[config.mk]
export PLATFORM = sky130hd
export DESIGN_NAME = csfc_top
export DESIGN_NICKNAME = d
export VERILOG_FILES = /design/src/include/csfc_pkg.sv /design/src/rtl/csfc_top.sv
export VERILOG_INCLUDE_DIRS = /design/src /design/src/include
export SDC_FILE = /design/constraint.sdc
export NUM_CORES = 1
export LEC_CHECK = 0
export BUFFER_PORTS_ARGS = -buffer_cell sky130_fd_sc_hd__buf_4
export CAP_MARGIN = 0
export CORE_ASPECT_RATIO = 1.1
export CORE_MARGIN = 2
export CORE_UTILIZATION = 49
export DETAILED_ROUTE_END_ITERATION = 16
export PLACE_DENSITY_LB_ADDON = 0.25
export SYNTH_ARGS = -nofsm -noshare
export SYNTH_HDL_FRONTEND = slang
export SYNTH_SLANG_ARGS = --single-unit
[constraint.sdc]
create_clock -name clk -period 3.4 [get_ports clk]
set_input_delay 0.51 -clock clk [delete_from_list [all_inputs] [get_ports clk]]
set_output_delay 0.51 -clock clk [all_outputs]
set_load 0.01 [all_outputs]
[src/include/csfc_params.svh]
// Register offsets, field positions and constants of the clock synth control
`ifndef CSFC_PARAMS_SVH
`define CSFC_PARAMS_SVH
`define CSFC_ADDR_W 32
`define CSFC_OFS_CTRL 32'he01fc080
`define CSFC_OFS_CFG 32'he01fc084
`define CSFC_OFS_STAT 32'he01fc088
`define CSFC_OFS_KEY 32'he01fc08c
`define CSFC_KEY_FIRST 8'haa
`define CSFC_KEY_SECOND 8'h55
`define CSFC_BIT_ENABLE 0
`define CSFC_BIT_CONNECT 1
`define CSFC_MSEL_HI 4
`define CSFC_MSEL_LO 0
`define CSFC_PSEL_HI 6
`define CSFC_PSEL_LO 5
`define CSFC_STAT_ENABLE 8
`define CSFC_STAT_CONNECT 9
`define CSFC_STAT_LOCK 10
`define CSFC_CTRL_MASK 8'h03
`define CSFC_CFG_MASK 8'h7f
`define CSFC_RESET_VAL 8'h00
`endif

[src/include/csfc_pkg.sv]
// Types of the clock synth control
package csfc_pkg;
	typedef logic [7:0] csfc_byte_t;
	typedef logic [15:0] csfc_half_t;
	typedef logic [4:0] csfc_msel_t;
	typedef logic [1:0] csfc_psel_t;
	typedef enum logic [1:0] {CSFC_KEY_IDLE, CSFC_KEY_ARMED} csfc_key_e;
	typedef enum logic [1:0] {CSFC_SW_OSC, CSFC_SW_OFF_TO_LOOP, CSFC_SW_LOOP,
		CSFC_SW_OFF_TO_OSC} csfc_sw_e;
endpackage

[src/rtl/csfc_top.sv]
// Clock synth holding, shadow, unlock key, status and clock switch control
//
// How it works
// - Control writes update only the holding copy until unlock completes.
// - Config writes update only the holding copy until unlock completes.
// - Completed unlock without power down copies both holding registers into shadow registers.
// - Status reads return shadow settings and lock state.
// - Effective enable bit turns the loop on to lock.
// - Loop clock selected only when effective connect and enable are set.
// - Connect without enable acts as both clear.
// - Config: multiplier bits 4:0, divider bits 6:5, bit 7 reserved.
// - Status: multiplier 4:0, divider 6:5, enable 8, connect 9, lock 10.
// - Power down clears effective enable and connect.
// - Lock bit reads one only when loop is locked.
// - Lock bit drives an interrupt request.
// - Clock source change is glitch free in both directions.
// - No interlock on connect, no auto-disconnect on lock loss.
// - After reset loop off, bypassed, registers cleared.
// - Multiplier is an integer 1 to 32.
// - Output divider 2, 4, 8 or 16, fifty percent duty.
// - Unlock is 0xaa then 0x55 in consecutive bus cycles.
// - Divider code 00..11 means P of 1, 2, 4, 8.
// - Multiplier field holds M minus one.
`timescale 1ns/1ps
`include "csfc_params.svh"
module csfc_top
	import csfc_pkg::*;
(
	// Clock and reset
	input wire logic clk,
	input wire logic reset_n,
	// Register access port
	input wire logic bus_sel,
	input wire logic bus_write,
	input wire logic [`CSFC_ADDR_W-1:0] bus_addr,
	input wire csfc_pkg::csfc_byte_t bus_wdata,
	output logic [15:0] bus_rdata,
	// Power control
	input wire logic power_down,
	// Analog loop
	input wire logic loop_locked_async,
	output logic loop_power_on,
	output csfc_pkg::csfc_msel_t loop_multiplier,
	output csfc_pkg::csfc_psel_t loop_divider,
	// Clock switch gates, loop clock domain handled in the switch cell
	output logic gate_osc_clk,
	output logic gate_loop_clk,
	output logic loop_clk_selected,
	// Interrupt request
	output logic lock_irq
);
	import csfc_pkg::*;

	// Holding, shadow and key state
	csfc_byte_t ctrl_hold_r;
	csfc_byte_t cfg_hold_r;
	logic enable_r;
	logic connect_r;
	csfc_msel_t msel_r;
	csfc_psel_t psel_r;
	csfc_key_e key_r;
	logic lock_meta_r;
	logic lock_sync_r;
	csfc_sw_e sw_r;
	logic wr_ctrl;
	logic wr_cfg;
	logic wr_key;
	logic key_done;
	logic want_loop;
	// Decoded bus cycles and read path
	logic bus_rd;
	logic key_first;
	logic key_second;
	csfc_half_t status_word;
	csfc_half_t rd_word;
	csfc_half_t rdata_r;

	// ****************************************
	// Bus decode
	// ****************************************
	assign wr_ctrl = bus_sel && bus_write && bus_addr == `CSFC_OFS_CTRL;
	assign wr_cfg = bus_sel && bus_write && bus_addr == `CSFC_OFS_CFG;
	assign wr_key = bus_sel && bus_write && bus_addr == `CSFC_OFS_KEY;
	assign bus_rd = bus_sel && !bus_write;
	assign key_first = wr_key && bus_wdata == `CSFC_KEY_FIRST;
	assign key_second = wr_key && bus_wdata == `CSFC_KEY_SECOND;

	// ****************************************
	// Holding registers
	// ****************************************
	// Control copy, reserved bits 7:2 read back zero
	always_ff @(posedge clk or negedge reset_n)
	begin
		if (!reset_n)
			ctrl_hold_r <= `CSFC_RESET_VAL;
		else if (wr_ctrl)
			ctrl_hold_r <= bus_wdata & `CSFC_CTRL_MASK;
	end

	// Config copy, reserved bit 7 reads back zero
	always_ff @(posedge clk or negedge reset_n)
	begin
		if (!reset_n)
			cfg_hold_r <= `CSFC_RESET_VAL;
		else if (wr_cfg)
			cfg_hold_r <= bus_wdata & `CSFC_CFG_MASK;
	end

	// ****************************************
	// Unlock key sequence
	// ****************************************
	// Any bus cycle other than a 0xaa key write breaks the pair; a repeated first key write keeps it armed
	// Idle cycles between the keys keep the pair armed
	always_ff @(posedge clk or negedge reset_n)
	begin
		if (!reset_n)
			key_r <= CSFC_KEY_IDLE;
		else if (key_first)
			key_r <= CSFC_KEY_ARMED;
		else if (bus_sel)
			key_r <= CSFC_KEY_IDLE;
	end

	assign key_done = key_second && key_r == CSFC_KEY_ARMED;

	// ****************************************
	// Shadow registers
	// ****************************************
	// Enable and connect; power down wins over a feed in the same cycle
	always_ff @(posedge clk or negedge reset_n)
	begin
		if (!reset_n)
		begin
			enable_r <= 1'b0;
			connect_r <= 1'b0;
		end
		else if (power_down)
		begin
			enable_r <= 1'b0;
			connect_r <= 1'b0;
		end
		else if (key_done)
		begin
			enable_r <= ctrl_hold_r[`CSFC_BIT_ENABLE];
			connect_r <= ctrl_hold_r[`CSFC_BIT_CONNECT];
		end
	end

	// Multiplier and divider keep their value through power down
	always_ff @(posedge clk or negedge reset_n)
	begin
		if (!reset_n)
		begin
			msel_r <= '0;
			psel_r <= '0;
		end
		else if (key_done && !power_down)
		begin
			msel_r <= cfg_hold_r[`CSFC_MSEL_HI:`CSFC_MSEL_LO];
			psel_r <= cfg_hold_r[`CSFC_PSEL_HI:`CSFC_PSEL_LO];
		end
	end

	// ****************************************
	// Loop drive
	// ****************************************
	// Loop takes M-1 and P codes directly; it applies M and 2*P
	assign loop_power_on = enable_r;
	assign loop_multiplier = msel_r;
	assign loop_divider = psel_r;

	// ****************************************
	// Lock synchroniser
	// ****************************************
	// Only the second flop feeds status and interrupt
	always_ff @(posedge clk or negedge reset_n)
	begin
		if (!reset_n)
		begin
			lock_meta_r <= 1'b0;
			lock_sync_r <= 1'b0;
		end
		else
		begin
			lock_meta_r <= loop_locked_async;
			lock_sync_r <= lock_meta_r;
		end
	end

	// ****************************************
	// Lock interrupt
	// ****************************************
	assign lock_irq = lock_sync_r;

	// ****************************************
	// Glitch-free clock switch control
	// ****************************************
	// Connect does not wait for lock and lock loss does not disconnect
	assign want_loop = enable_r && connect_r;

	// Break before make: both gates off for one cycle between sources
	always_ff @(posedge clk or negedge reset_n)
	begin
		if (!reset_n)
			sw_r <= CSFC_SW_OSC;
		else
		begin
			unique case (sw_r)
				CSFC_SW_OSC:
				begin
					if (want_loop)
						sw_r <= CSFC_SW_OFF_TO_LOOP;
				end
				CSFC_SW_OFF_TO_LOOP:
				begin
					if (want_loop)
						sw_r <= CSFC_SW_LOOP;
					else
						sw_r <= CSFC_SW_OSC;
				end
				CSFC_SW_LOOP:
				begin
					if (!want_loop)
						sw_r <= CSFC_SW_OFF_TO_OSC;
				end
				CSFC_SW_OFF_TO_OSC:
				begin
					if (want_loop)
						sw_r <= CSFC_SW_LOOP;
					else
						sw_r <= CSFC_SW_OSC;
				end
			endcase
		end
	end

	// Both gates low in the dead cycles
	always_comb
	begin
		gate_osc_clk = 1'b0;
		gate_loop_clk = 1'b0;
		unique case (sw_r)
			CSFC_SW_OSC:
				gate_osc_clk = 1'b1;
			CSFC_SW_LOOP:
				gate_loop_clk = 1'b1;
			CSFC_SW_OFF_TO_LOOP, CSFC_SW_OFF_TO_OSC:
			begin
				gate_osc_clk = 1'b0;
				gate_loop_clk = 1'b0;
			end
		endcase
	end

	assign loop_clk_selected = gate_loop_clk;

	// ****************************************
	// Status word
	// ****************************************
	// Reserved status bits read zero
	always_comb
	begin
		status_word = '0;
		status_word[`CSFC_MSEL_HI:`CSFC_MSEL_LO] = msel_r;
		status_word[`CSFC_PSEL_HI:`CSFC_PSEL_LO] = psel_r;
		status_word[`CSFC_STAT_ENABLE] = enable_r;
		status_word[`CSFC_STAT_CONNECT] = connect_r;
		status_word[`CSFC_STAT_LOCK] = lock_sync_r;
	end

	// ****************************************
	// Read mux
	// ****************************************
	// Holding registers read back as written, reserved bits zero
	always_comb
	begin
		rd_word = '0;
		if (bus_rd)
		begin
			unique case (bus_addr)
				`CSFC_OFS_CTRL:
					rd_word[7:0] = ctrl_hold_r;
				`CSFC_OFS_CFG:
					rd_word[7:0] = cfg_hold_r;
				`CSFC_OFS_STAT:
					rd_word = status_word;
				default:
					rd_word = '0;
			endcase
		end
	end

	// ****************************************
	// Read data register
	// ****************************************
	// Captured on the read cycle, held until the next read
	always_ff @(posedge clk or negedge reset_n)
	begin
		if (!reset_n)
			rdata_r <= '0;
		else if (bus_rd)
			rdata_r <= rd_word;
	end

	assign bus_rdata = rdata_r;
endmodule // csfc_top

### Yosys cells after proc, flatten, opt, wreduce, memory -nomap -nowiden

Cells that the tools add are included.

| cells by class | value |
|---|---|
| multiply operators | 0 |
| order comparisons | 0 |
| eq/ne operators | 12 |
| add/subtract/negate cells | 0 |
| multiplexer cells | 14 |
| div/mod/pow operators | 0 |
| bitwise logic cells | 0 |
| shift-type cells | 0 |
| reductions and logical operators | 17 |

Operators with widths:

| operator | number |
|---|---|
| 32-bit equality test (second input constant) | 4 |
| 7-bit case mux with 3 select lines | 1 |
| 1-bit logical AND | 10 |
| 2-bit two-way mux | 5 |
| 8-bit by 7-bit equality test with 1-bit output (second input constant) | 1 |
| 8-bit equality test (second input constant) | 1 |
| 1-bit two-way mux | 6 |
| 2-bit case mux with 3 select lines | 1 |
| 2-bit by 1-bit equality test with 1-bit output (second input constant) | 2 |
| 2-bit equality test (second input constant) | 2 |
| 2-bit inequality test (second input constant) | 2 |
| 2-bit nonzero test | 2 |
| 3-bit two-way mux | 1 |
| 1-bit zero test | 2 |
| 2-bit zero test | 1 |
| 2-bit AND reduction | 1 |
| 2-bit OR reduction | 1 |

| storage, ports and cells | value |
|---|---|
| input port bits | 46 |
| output and inout bits | 28 |
| memory bits (read-only) | 0 |
| word-level logic and storage cells | 54 |
| memories | 0 |
| flip-flop bits (word level) | 40 |
| bits in writable memories | 0 |
| bits in latches | 0 |

### Logic depth before layout (Yosys ltp)

Gate-level depths: netlist of the first run.

| depth | value |
|---|---|
| word-level depth | 6 |
| mapped depth | 4 |
| gate-level depth less buffers | 4 |

### Least setup slack after synthesis of the first run

Ideal clock, no wire load.

| timing | value |
|---|---|
| kind | input -> register |
| start point | input bus_addr[23] |
| end point | register psel_r[0], in the netlist loop_divider[0] |
| setup time | 0.125 ns |
| data required time | 3.275 ns |
| arrival | 1.958 ns |
| slack | 1.318 ns |
| cell stages on the path | 4 |
| buffers on the path | 0 |
| cell sequence | nor4b_1 nand4_2 nor4_4 mux2_2 |

| between the ends | value |
|---|---|
| longest elaborated chain between the ends | 5 |

Ends and longest elaborated chain:

| item | RTL line | source |
|---|---|---|
| from (decl) | csfc_top.sv:35 | `` input wire logic [`CSFC_ADDR_W-1:0] bus_addr, `` |
| 32-bit equality test (no line) | -- |  |
| 1-bit logical AND (no line) (2 in a row) | -- |  |
| 1-bit logical AND | csfc_top.sv:124 | `assign key_done = key_second && key_r == CSFC_KEY_ARMED;` |
| 1-bit logical AND | csfc_top.sv:157 | `else if (key_done && !power_down)` |
| to (signal assigned) | csfc_top.sv:160 | `` psel_r <= cfg_hold_r[`CSFC_PSEL_HI:`CSFC_PSEL_LO]; `` |
| to (decl) | csfc_top.sv:60 | `csfc_psel_t psel_r;` |

Every way passes these cells.
A chain may end at the register's enable or synchronous reset.

### Worst setup path in the final report of the first run

| timing | value |
|---|---|
| start point | input bus_addr[23] |
| end point | register msel_r[0], in the netlist loop_multiplier[0] |

| between the ends | value |
|---|---|
| longest elaborated chain between the ends | 5 |

Ends and longest elaborated chain:

| item | RTL line | source |
|---|---|---|
| 32-bit equality test (no line) | -- |  |
| 1-bit logical AND (no line) (2 in a row) | -- |  |
| 1-bit logical AND | csfc_top.sv:124 |  |
| 1-bit logical AND | csfc_top.sv:157 |  |
| to (signal assigned) | csfc_top.sv:159 | `` msel_r <= cfg_hold_r[`CSFC_MSEL_HI:`CSFC_MSEL_LO]; `` |
| to (decl) | csfc_top.sv:59 | `csfc_msel_t msel_r;` |

Every way passes these cells.

==> metrics.txt, run 1 <==
status finished, final reports clean; CTS buffer count 5; Worst Path Max Fanout 7; Critical Path RT 3.61 ns; count of final hold-check violations 0; routed len/inst 15.2 µm; largest net degree at the start of global routing 34; synth cell count leaders dfrtp_1, mux2_2, nor2_1; Setup TNS 0 ns; WS Path Type in -> reg; # hold bufs at CTS 0; I/O pin count 74; CTS tree yes; slowest CP cell nor4_4; DRC viols 0; DRT iter0 DRCs 39; CP max stage delay 0.61 ns; Synth area leader dfrtp_1; Die W approximately 58 µm; Max-Slew Margin vs Limit 0.485; Avg Synthesized Cell Area between 10 and 15 µm²; die area around 3700 µm²; RSZ-0062 raised after global routing no; Synth Flop Type dfrtp_1; Tmin final approximately 2.1 ns; Vias/cell approximately 5.6; Post-synth EDFFs 0; fin area 2170 µm²; first-pass GRT wire length 6130 µm; final antenna-violating net count 0; async set-or-reset flop fraction in the synthesized netlist 1.00; worst clock skew between 0.006 and 0.007 ns; Yosys reg bits 33; Buffers on Ports 67; grt ovf 0; HP Class in -> async; final net count 245; DR pass1 iterations 4; placed cell area ~2100 µm²; synthesized area 1590 µm²; pwr/cell area between 300 and 400 nW/µm²; post-detail-place hpwl 2780 µm; CTS Buffer Depth 2; floorplan row count 21; slack of the worst reg-to-reg path 1.67 ns; GRT Overall Usage 0.215; n_diodes 0; fin. max-slew vios 0; area delta synth->final 36.3%; cells on worst reg2reg path 4; via count 1301; CP Data Arrival Time 2.28 ns; CP Capture Type register; final setup vio count 0; max-cap violations 0; H-tree lvl count 2; startpoint types primary input; top cell type's share of synthesized area 0.519; Core Area 3070 µm²; WHS roughly 0.10 ns; CTS resizes 0; TritonCTS Sinks 33; Max Freq around 480 MHz; Peak supply drop 377 µV; cell count after synthesis roughly 130; routability cong. 0.784; clock latency on the worst-skew pair 0.33 ns; ratio of cells with drive above 1 in the final layout 0.520; Tcrit/Tclk final 0.608; most common cell in the netlist dfrtp_1; Worst R2R End loop_multiplier[0]$_DFFE_PN0P_; Worst Tran Pin Value 0.767 ns; synth warn 0; Area contributors post-synth dfrtp_1, mux2_2, a221o_2; Distinct cells, synth 34; CTS root buf clkbuf_4; final WL 3560 µm; Initial Util 0.518; worst r2r src key_r[0]$_DFFE_PN0P_; vias in the first global route 1356; crit-path cells buf_4, nor4b_1, nand4_2, nor4_4, mux2_2; post-CTS setup buffers 0; Seq/Total Area, Yosys 0.519; P_leak 1.11 nW; initial antenna violation count 0; die height between 60 and 70 µm; Worst-path clk slew 0.10 ns
==> layer usage <==
metal | vias to the layer above | wire [µm] | GRT usage
met3 | 7 | 199 | 0.0506
met2 | 40 | 1820 | 0.354
met5 | - | 0 | 0
met4 | 0 | 46 | 0.0640
met1 | 645 | 1490 | 0.279
li1 | 609 | - | -
==> critical path: cells and delay by family <==
kind | cells | cell delay (ns)
and+or+nand+nor | 3 | 1.26
muxes | 1 | 0.40
buffers and inverters | 1 | 0.11
==> cell families (layout without fill, tap and decap cells) <==
group / Yosys count / count (layout) / synth area share
buffers and inverters: 11 / 78 / 0.0424
XOR/XNOR: 1 / 1 / 0.00550
AO/OA/AOI/OAI: 14 / 14 / 0.0770
other: 1 / 6 / 0.00236
AND/OR/NAND/NOR: 48 / 48 / 0.215
flip-flops: 33 / 33 / 0.519
multiplexers: 20 / 20 / 0.138
==> how the worst max path moves through the flow <==
stage,start,endpoint,cells after the start
6_report,bus_addr[23],loop_multiplier[0]$_DFFE_PN0P_,5
5_1_grt,bus_addr[23],bus_rdata[6]$_DFFE_PN0P_,5
4_1_cts,bus_addr[5],loop_multiplier[0]$_DFFE_PN0P_,5
3_5_place_dp,bus_addr[5],bus_rdata[6]$_DFFE_PN0P_,5
3_3_place_gp,bus_addr[23],bus_rdata[3]$_DFFE_PN0P_,5
2_1_floorplan,bus_addr[23],loop_divider[0]$_DFFE_PN0P_,4
==> power by group <==
| part | switching [mW] | internal [mW] | total (mW) |
|---|---|---|---|
| sequential | 0.000523 | 0.393 | 0.394 |
| clock | 0.130 | 0.120 | 0.249 |
| combinational | 0.0294 | 0.0395 | 0.0689 |
| total | 0.160 | 0.553 | 0.712 |
==> cell type report <==
cell class                      count  area, µm²
Multi-Input combinational cell     89        717
Clock inverter                      1       5.00
Inverter                            3       11.3
Sequential cell                    33        826
Tap cell                           34       42.5
Timing Repair Buffer               67        503
Clock buffer                        7       65.1
Fill cell                         238        905
==> cell usage in the layout (no fill, tap or decap), types with 3 or more instances in the layout <==
master,count
buf_4,67
clkbuf_4,5
conb_1,6
nand2_1,3
nor4b_1,4
mux2i_1,4
nand2b_1,6
mux2_2,16
nand3_1,3
a221o_2,5
inv_1,3
a22o_1,3
dfrtp_1,33
and2_1,4
nor2_1,8
==> through the flow <==
step,std cells,util,worst slack [ns],total power [mW]
global route,234,0.706,1.18,0.737
detailed placement,226,0.683,0.979,0.471
CTS,234,0.706,1.33,0.716
finish,234,0.706,1.33,0.712
floorplan,133,-,1.32,0.421
global placement,226,0.683,0.965,0.468
==> sequential cells by signal (all words and copies together), names as in the netlist, named ones only <==
signal	flops
cfg_hold_r	7
loop_multiplier	5
sw_r	1
loop_power_on	1
lock_irq	1
bus_rdata	10
key_r	1
lock_meta_r	1
ctrl_hold_r	2
loop_divider	2
connect_r	1
Power figures use the tool's default switching activity.
==> run 2, diff against run 1 <==
Settings changed: CORE_UTILIZATION 49 to 46.
Clock period 3.4 ns to 2.1 ns, I/O delays scaled along.
==> metrics.txt, run 2 (synthesis gave the netlist of run 1 again) <==
RSZ-0062 raised after global routing no; routed len/inst 14.0 µm; grt ovf 0; top layer in use met4; fin area ~2200 µm²; area delta synth->final 40.4%; die area approximately 3900 µm²; startpoint types primary input; Buffers on Ports 67; met2 wire len 1810 µm; dpl ws 0.128 ns; count of final hold-check violations 0; initial antenna violation count 0; Worst Path Max Fanout 5; non-filler cells, final 255; final net count 253; Hold Path Depth 1; cells on worst reg2reg path 5; largest net degree at the start of global routing 34; Initial Util 0.478; CTS root buf clkbuf_4; fill cell count roughly 270; Tmin final 1.62 ns; ratio of cells with drive above 1 in the final layout 0.527; Peak supply drop 350 µV; post-CTS setup buffers 0; wire length on met1 1520 µm; worst r2r src key_r[0]$_DFFE_PN0P_; placed cell area 2170 µm²; final worst slack approximately 0.48 ns; TritonCTS Sinks 33; H-tree lvl count 2; floorplan row count 22; DR pass1 iterations 5; via count 1313; Setup TNS 0 ns; final antenna-violating net count 0; die height 65.7 µm; CTS resizes 0; pwr/cell area just under 500 nW/µm²; vias in the first global route 1328; commonest non-fill, non-tap cell in the layout buf_4; fin. max-slew vios 0; HP Class in -> reg; post-detail-place hpwl 2850 µm; final WL 3560 µm; final setup vio count 0; CTS buffer count 5; Max Freq 619 MHz; routability cong. 0.881; status finished, final reports clean; I/O pin count 74; met3 WL 180 µm; Tcrit/Tclk final 0.770; worst clock skew 0.00171 ns; max-cap violations 0; P_leak approximately 1.1 nW; Placed Cells 247; max reg flops 10; Hold Crit Start loop_locked_async; DRT iter0 DRCs 39; CTS tree yes; n_diodes 0; CP Data Arrival Time 1.84 ns; WS Path Type in -> reg; CTS Buffer Depth 2; first-pass GRT wire length 6010 µm; DRC viols 0; clock latency on the worst-skew pair 0.33 ns; CP Capture Type register; Die W 60.1 µm; Worst setup startpoint bus_addr[23]; Core Area 3330 µm²; Worst-path clk slew 0.09 ns; Critical Path RT around 2.3 ns; Vias/cell 5.15; GRT Overall Usage 0.207; most frequent cells in the layout buf_4, dfrtp_1, mux2_2, nor2_1; post-layout util 0.671
[run 2: cell count changes in the layout (fill, tap and decap cells not counted), sizes merged]
cell	delta
clkinv	-1
buf	+7
dlygate4sd3	+1
[run 2: layout make-up]
class                   count  area, µm²  share of cell area
inverters                   3       11.3             0.00504
clock buffers               7       55.1              0.0246
repair buffers             75        566               0.253
multi-input cells          89        717               0.321
well taps                  48       60.1              0.0269
flip-flops and latches     33        826               0.370
[run 2: per-stage QoR]
stage | power [mW] | hold WS [ns]
5_1_grt | 1.16 | 0.0672
4_1_cts | 1.11 | 0.0762
3_5_place_dp | 0.764 | 0.276
2_1_floorplan | 0.682 | 0.0194
6_report | 1.10 | 0.0858
3_3_place_gp | 0.760 | 0.265
[run 2: where the power goes]
part           internal (mW)  switching, mW  leakage [nW]
Clock                  0.158          0.194        0.0314
Sequential             0.637       0.000930         0.457
Combinational         0.0664         0.0479         0.646
[run 2: metal layers]
metal	GRT usage	vias to the layer above
met4	0.0611	0
li1	-	619
met5	0	-
met3	0.0650	5
met1	0.262	653
met2	0.336	36
[run 2: final timing paths]
path	endpoint	slack (ns)
max in group asynchronous	bus_rdata[5]$_DFFE_PN0P_	1.35
worst max-delay path	ctrl_hold_r[0]$_DFFE_PN0P_	0.48
worst min-delay path	lock_meta_r$_DFF_PN0_	0.09
worst min register to register	lock_irq$_DFF_PN0_	0.37
min in group asynchronous	loop_multiplier[0]$_DFFE_PN0P_	0.46
worst max register to register	loop_multiplier[4]$_DFFE_PN0P_	0.51
[run 2: critical path, cell delays in order]
cell and delay, ns:
buf_4 0.11, nor4b_1 0.36, nand4_2 0.21, buf_4 0.21, nor3_1 0.27, mux2_2 0.37
[run 2: what timing repair did]
item	CTS	global route
endpoints found under the setup margin	0	0
hold buffers	1	0
endpoints found under the hold margin	33	0
==> run 3, diff against run 2 <==
Clock period 2.1 ns to 1.5 ns, I/O delays scaled along.
==> metrics.txt, run 3 (synthesis gave the netlist of run 1 again) <==
status finished, violations left; failing checks setup timing; pwr/cell area roughly 640 nW/µm²; DRT iter0 DRCs 48; WS Path Type reg -> reg; CP Data Arrival Time 1.79 ns; GRT Overall Usage 0.233; RSZ-0062 raised after global routing yes; CTS tree yes; Die W 60.1 µm; CP Capture Type register; wire length on met1 1670 µm; top layer in use met4; die area 3950 µm²; Max Freq between 600 and 700 MHz; commonest non-fill, non-tap cell in the layout buf_4; CP max stage delay 0.37 ns; DRC viols 0; max reg flops 10; Tcrit/Tclk final 1.04; Worst Setup EP loop_multiplier[3]$_DFFE_PN0P_; Worst Path Max Fanout 4; Worst R2R End loop_multiplier[3]$_DFFE_PN0P_; grt ovf 0; final net count 270; vias in the first global route 1454; final WL around 4300 µm; routability cong. 0.860; largest net degree at the start of global routing 34; non-filler cells, final 273; initial antenna violation count 0; P_leak 1.26 nW; Crit path buffers/inverters 1; fill cell count 229; Critical Path RT 1.73 ns; Crit. path cell count 5; Vias/cell 5.05; routed len/inst 15.6 µm; H-tree lvl count 2; first-pass GRT wire length 6720 µm; Peak supply drop 564 µV; HP Class in -> reg; floorplan row count 22; final setup vio count 7; n_diodes 0; slack of the worst reg-to-reg path -0.06 ns; area of the multi-input gates 820 µm²; Setup TNS -0.274 ns; Initial Util 0.478; Worst setup startpoint key_r[0]$_DFFE_PN0P_; post-detail-place hpwl ~3200 µm; TritonCTS Sinks 33; max-cap violations 0; DR pass1 iterations 4; most frequent cells in the layout buf_4, dfrtp_1, mux2_2, nor2_1; CTS root buf clkbuf_4; fin. max-slew vios 0; I/O pin count 74; CTS Buffer Depth 2; Tmin final 1.56 ns; worst r2r src key_r[0]$_DFFE_PN0P_; Core Area 3330 µm²; slowest CP cell dfrtp_1; via count 1380; final antenna-violating net count 0; die height 65.7 µm; Worst-path clk slew 0.11 ns; Buffers on Ports 67; area delta synth->final 55.3%; worst clock skew 0.0158 ns; cells on worst reg2reg path 5; startpoint types register; ratio of cells with drive above 1 in the final layout 0.596; delay-heaviest family, CP simple AND/OR/NAND/NOR gates; met2 wire len 2320 µm; met3 WL 166 µm; final worst slack -0.0608 ns; crit-path cells and4b_1, nand4_1, nor4_4, buf_4, mux2_2; CTS buffer count 5; Placed Cells 261; clock latency on the worst-skew pair 0.35 ns; count of final hold-check violations 0; post-layout util 0.742; Power Total roughly 1.6 mW; dpl ws -0.320 ns; register area 826 µm²
## run 3: cell types whose count changed in the layout (fill, tap and decap cells not counted), moves of 2 or more
cell / delta
buf_4: +15
mux2_4: +3
nor3_1: -2
nor4b_1: -4
nor4b_4: +3
mux2_2: -3
clkinv_2: +2
## run 3: timing repair
| action | 4_1_cts | 5_1_grt |
|---|---|---|
| pin swaps | 1 | 1 |
| buffers inserted | 1 | 1 |
| gates resized for setup | 0 | 7 |
| setup endpoints to repair | 7 | 20 |
| hold buffers | 2 | 0 |
| endpoints found under the hold margin | 34 | 0 |
## run 3: how the worst min path moves through the flow
stage	start	endpoint	slack (ns)	cells past startpoint
2_1_floorplan	reset_n	asynchronous set/reset pin	-0.07	0
3_3_place_gp	reset_n	asynchronous set/reset pin	0.18	1
3_5_place_dp	reset_n	asynchronous set/reset pin	0.19	1
4_1_cts	bus_wdata[5]	cfg_hold_r[5]$_DFFE_PN0P_	0.12	2
5_1_grt	bus_wdata[5]	cfg_hold_r[5]$_DFFE_PN0P_	0.14	2
6_report	bus_wdata[5]	cfg_hold_r[5]$_DFFE_PN0P_	0.12	2
## run 3: final cells by class
cell class / count / share of cell area
clock buffer: 5 / 0.0152
sequential: 33 / 0.334
multi-input combinational: 89 / 0.332
timing repair buffer: 92 / 0.283
tap: 48 / 0.0243
clock inverter: 3 / 0.00709
inverter: 3 / 0.00456
## run 3: power by group
group	total [mW]	internal (mW)	leakage, nW	switching (mW)
sequential	0.893	0.892	0.457	0.00120
combinational	0.206	0.119	0.774	0.0870
clock	0.481	0.176	0.0310	0.304
## run 3: stage by stage
step | hold slack [ns] | area (µm²)
2_1_floorplan | -0.0706 | 1680
3_3_place_gp | 0.178 | 2340
3_5_place_dp | 0.187 | 2340
4_1_cts | 0.120 | 2430
5_1_grt | 0.138 | 2470
6_report | 0.125 | 2470
## run 3: metal layers
metal  up-vias  GRT usage
met4         0     0.0833
met5         -          0
met1       678      0.267
li1        657          -
met2        36      0.417
met3         9     0.0492
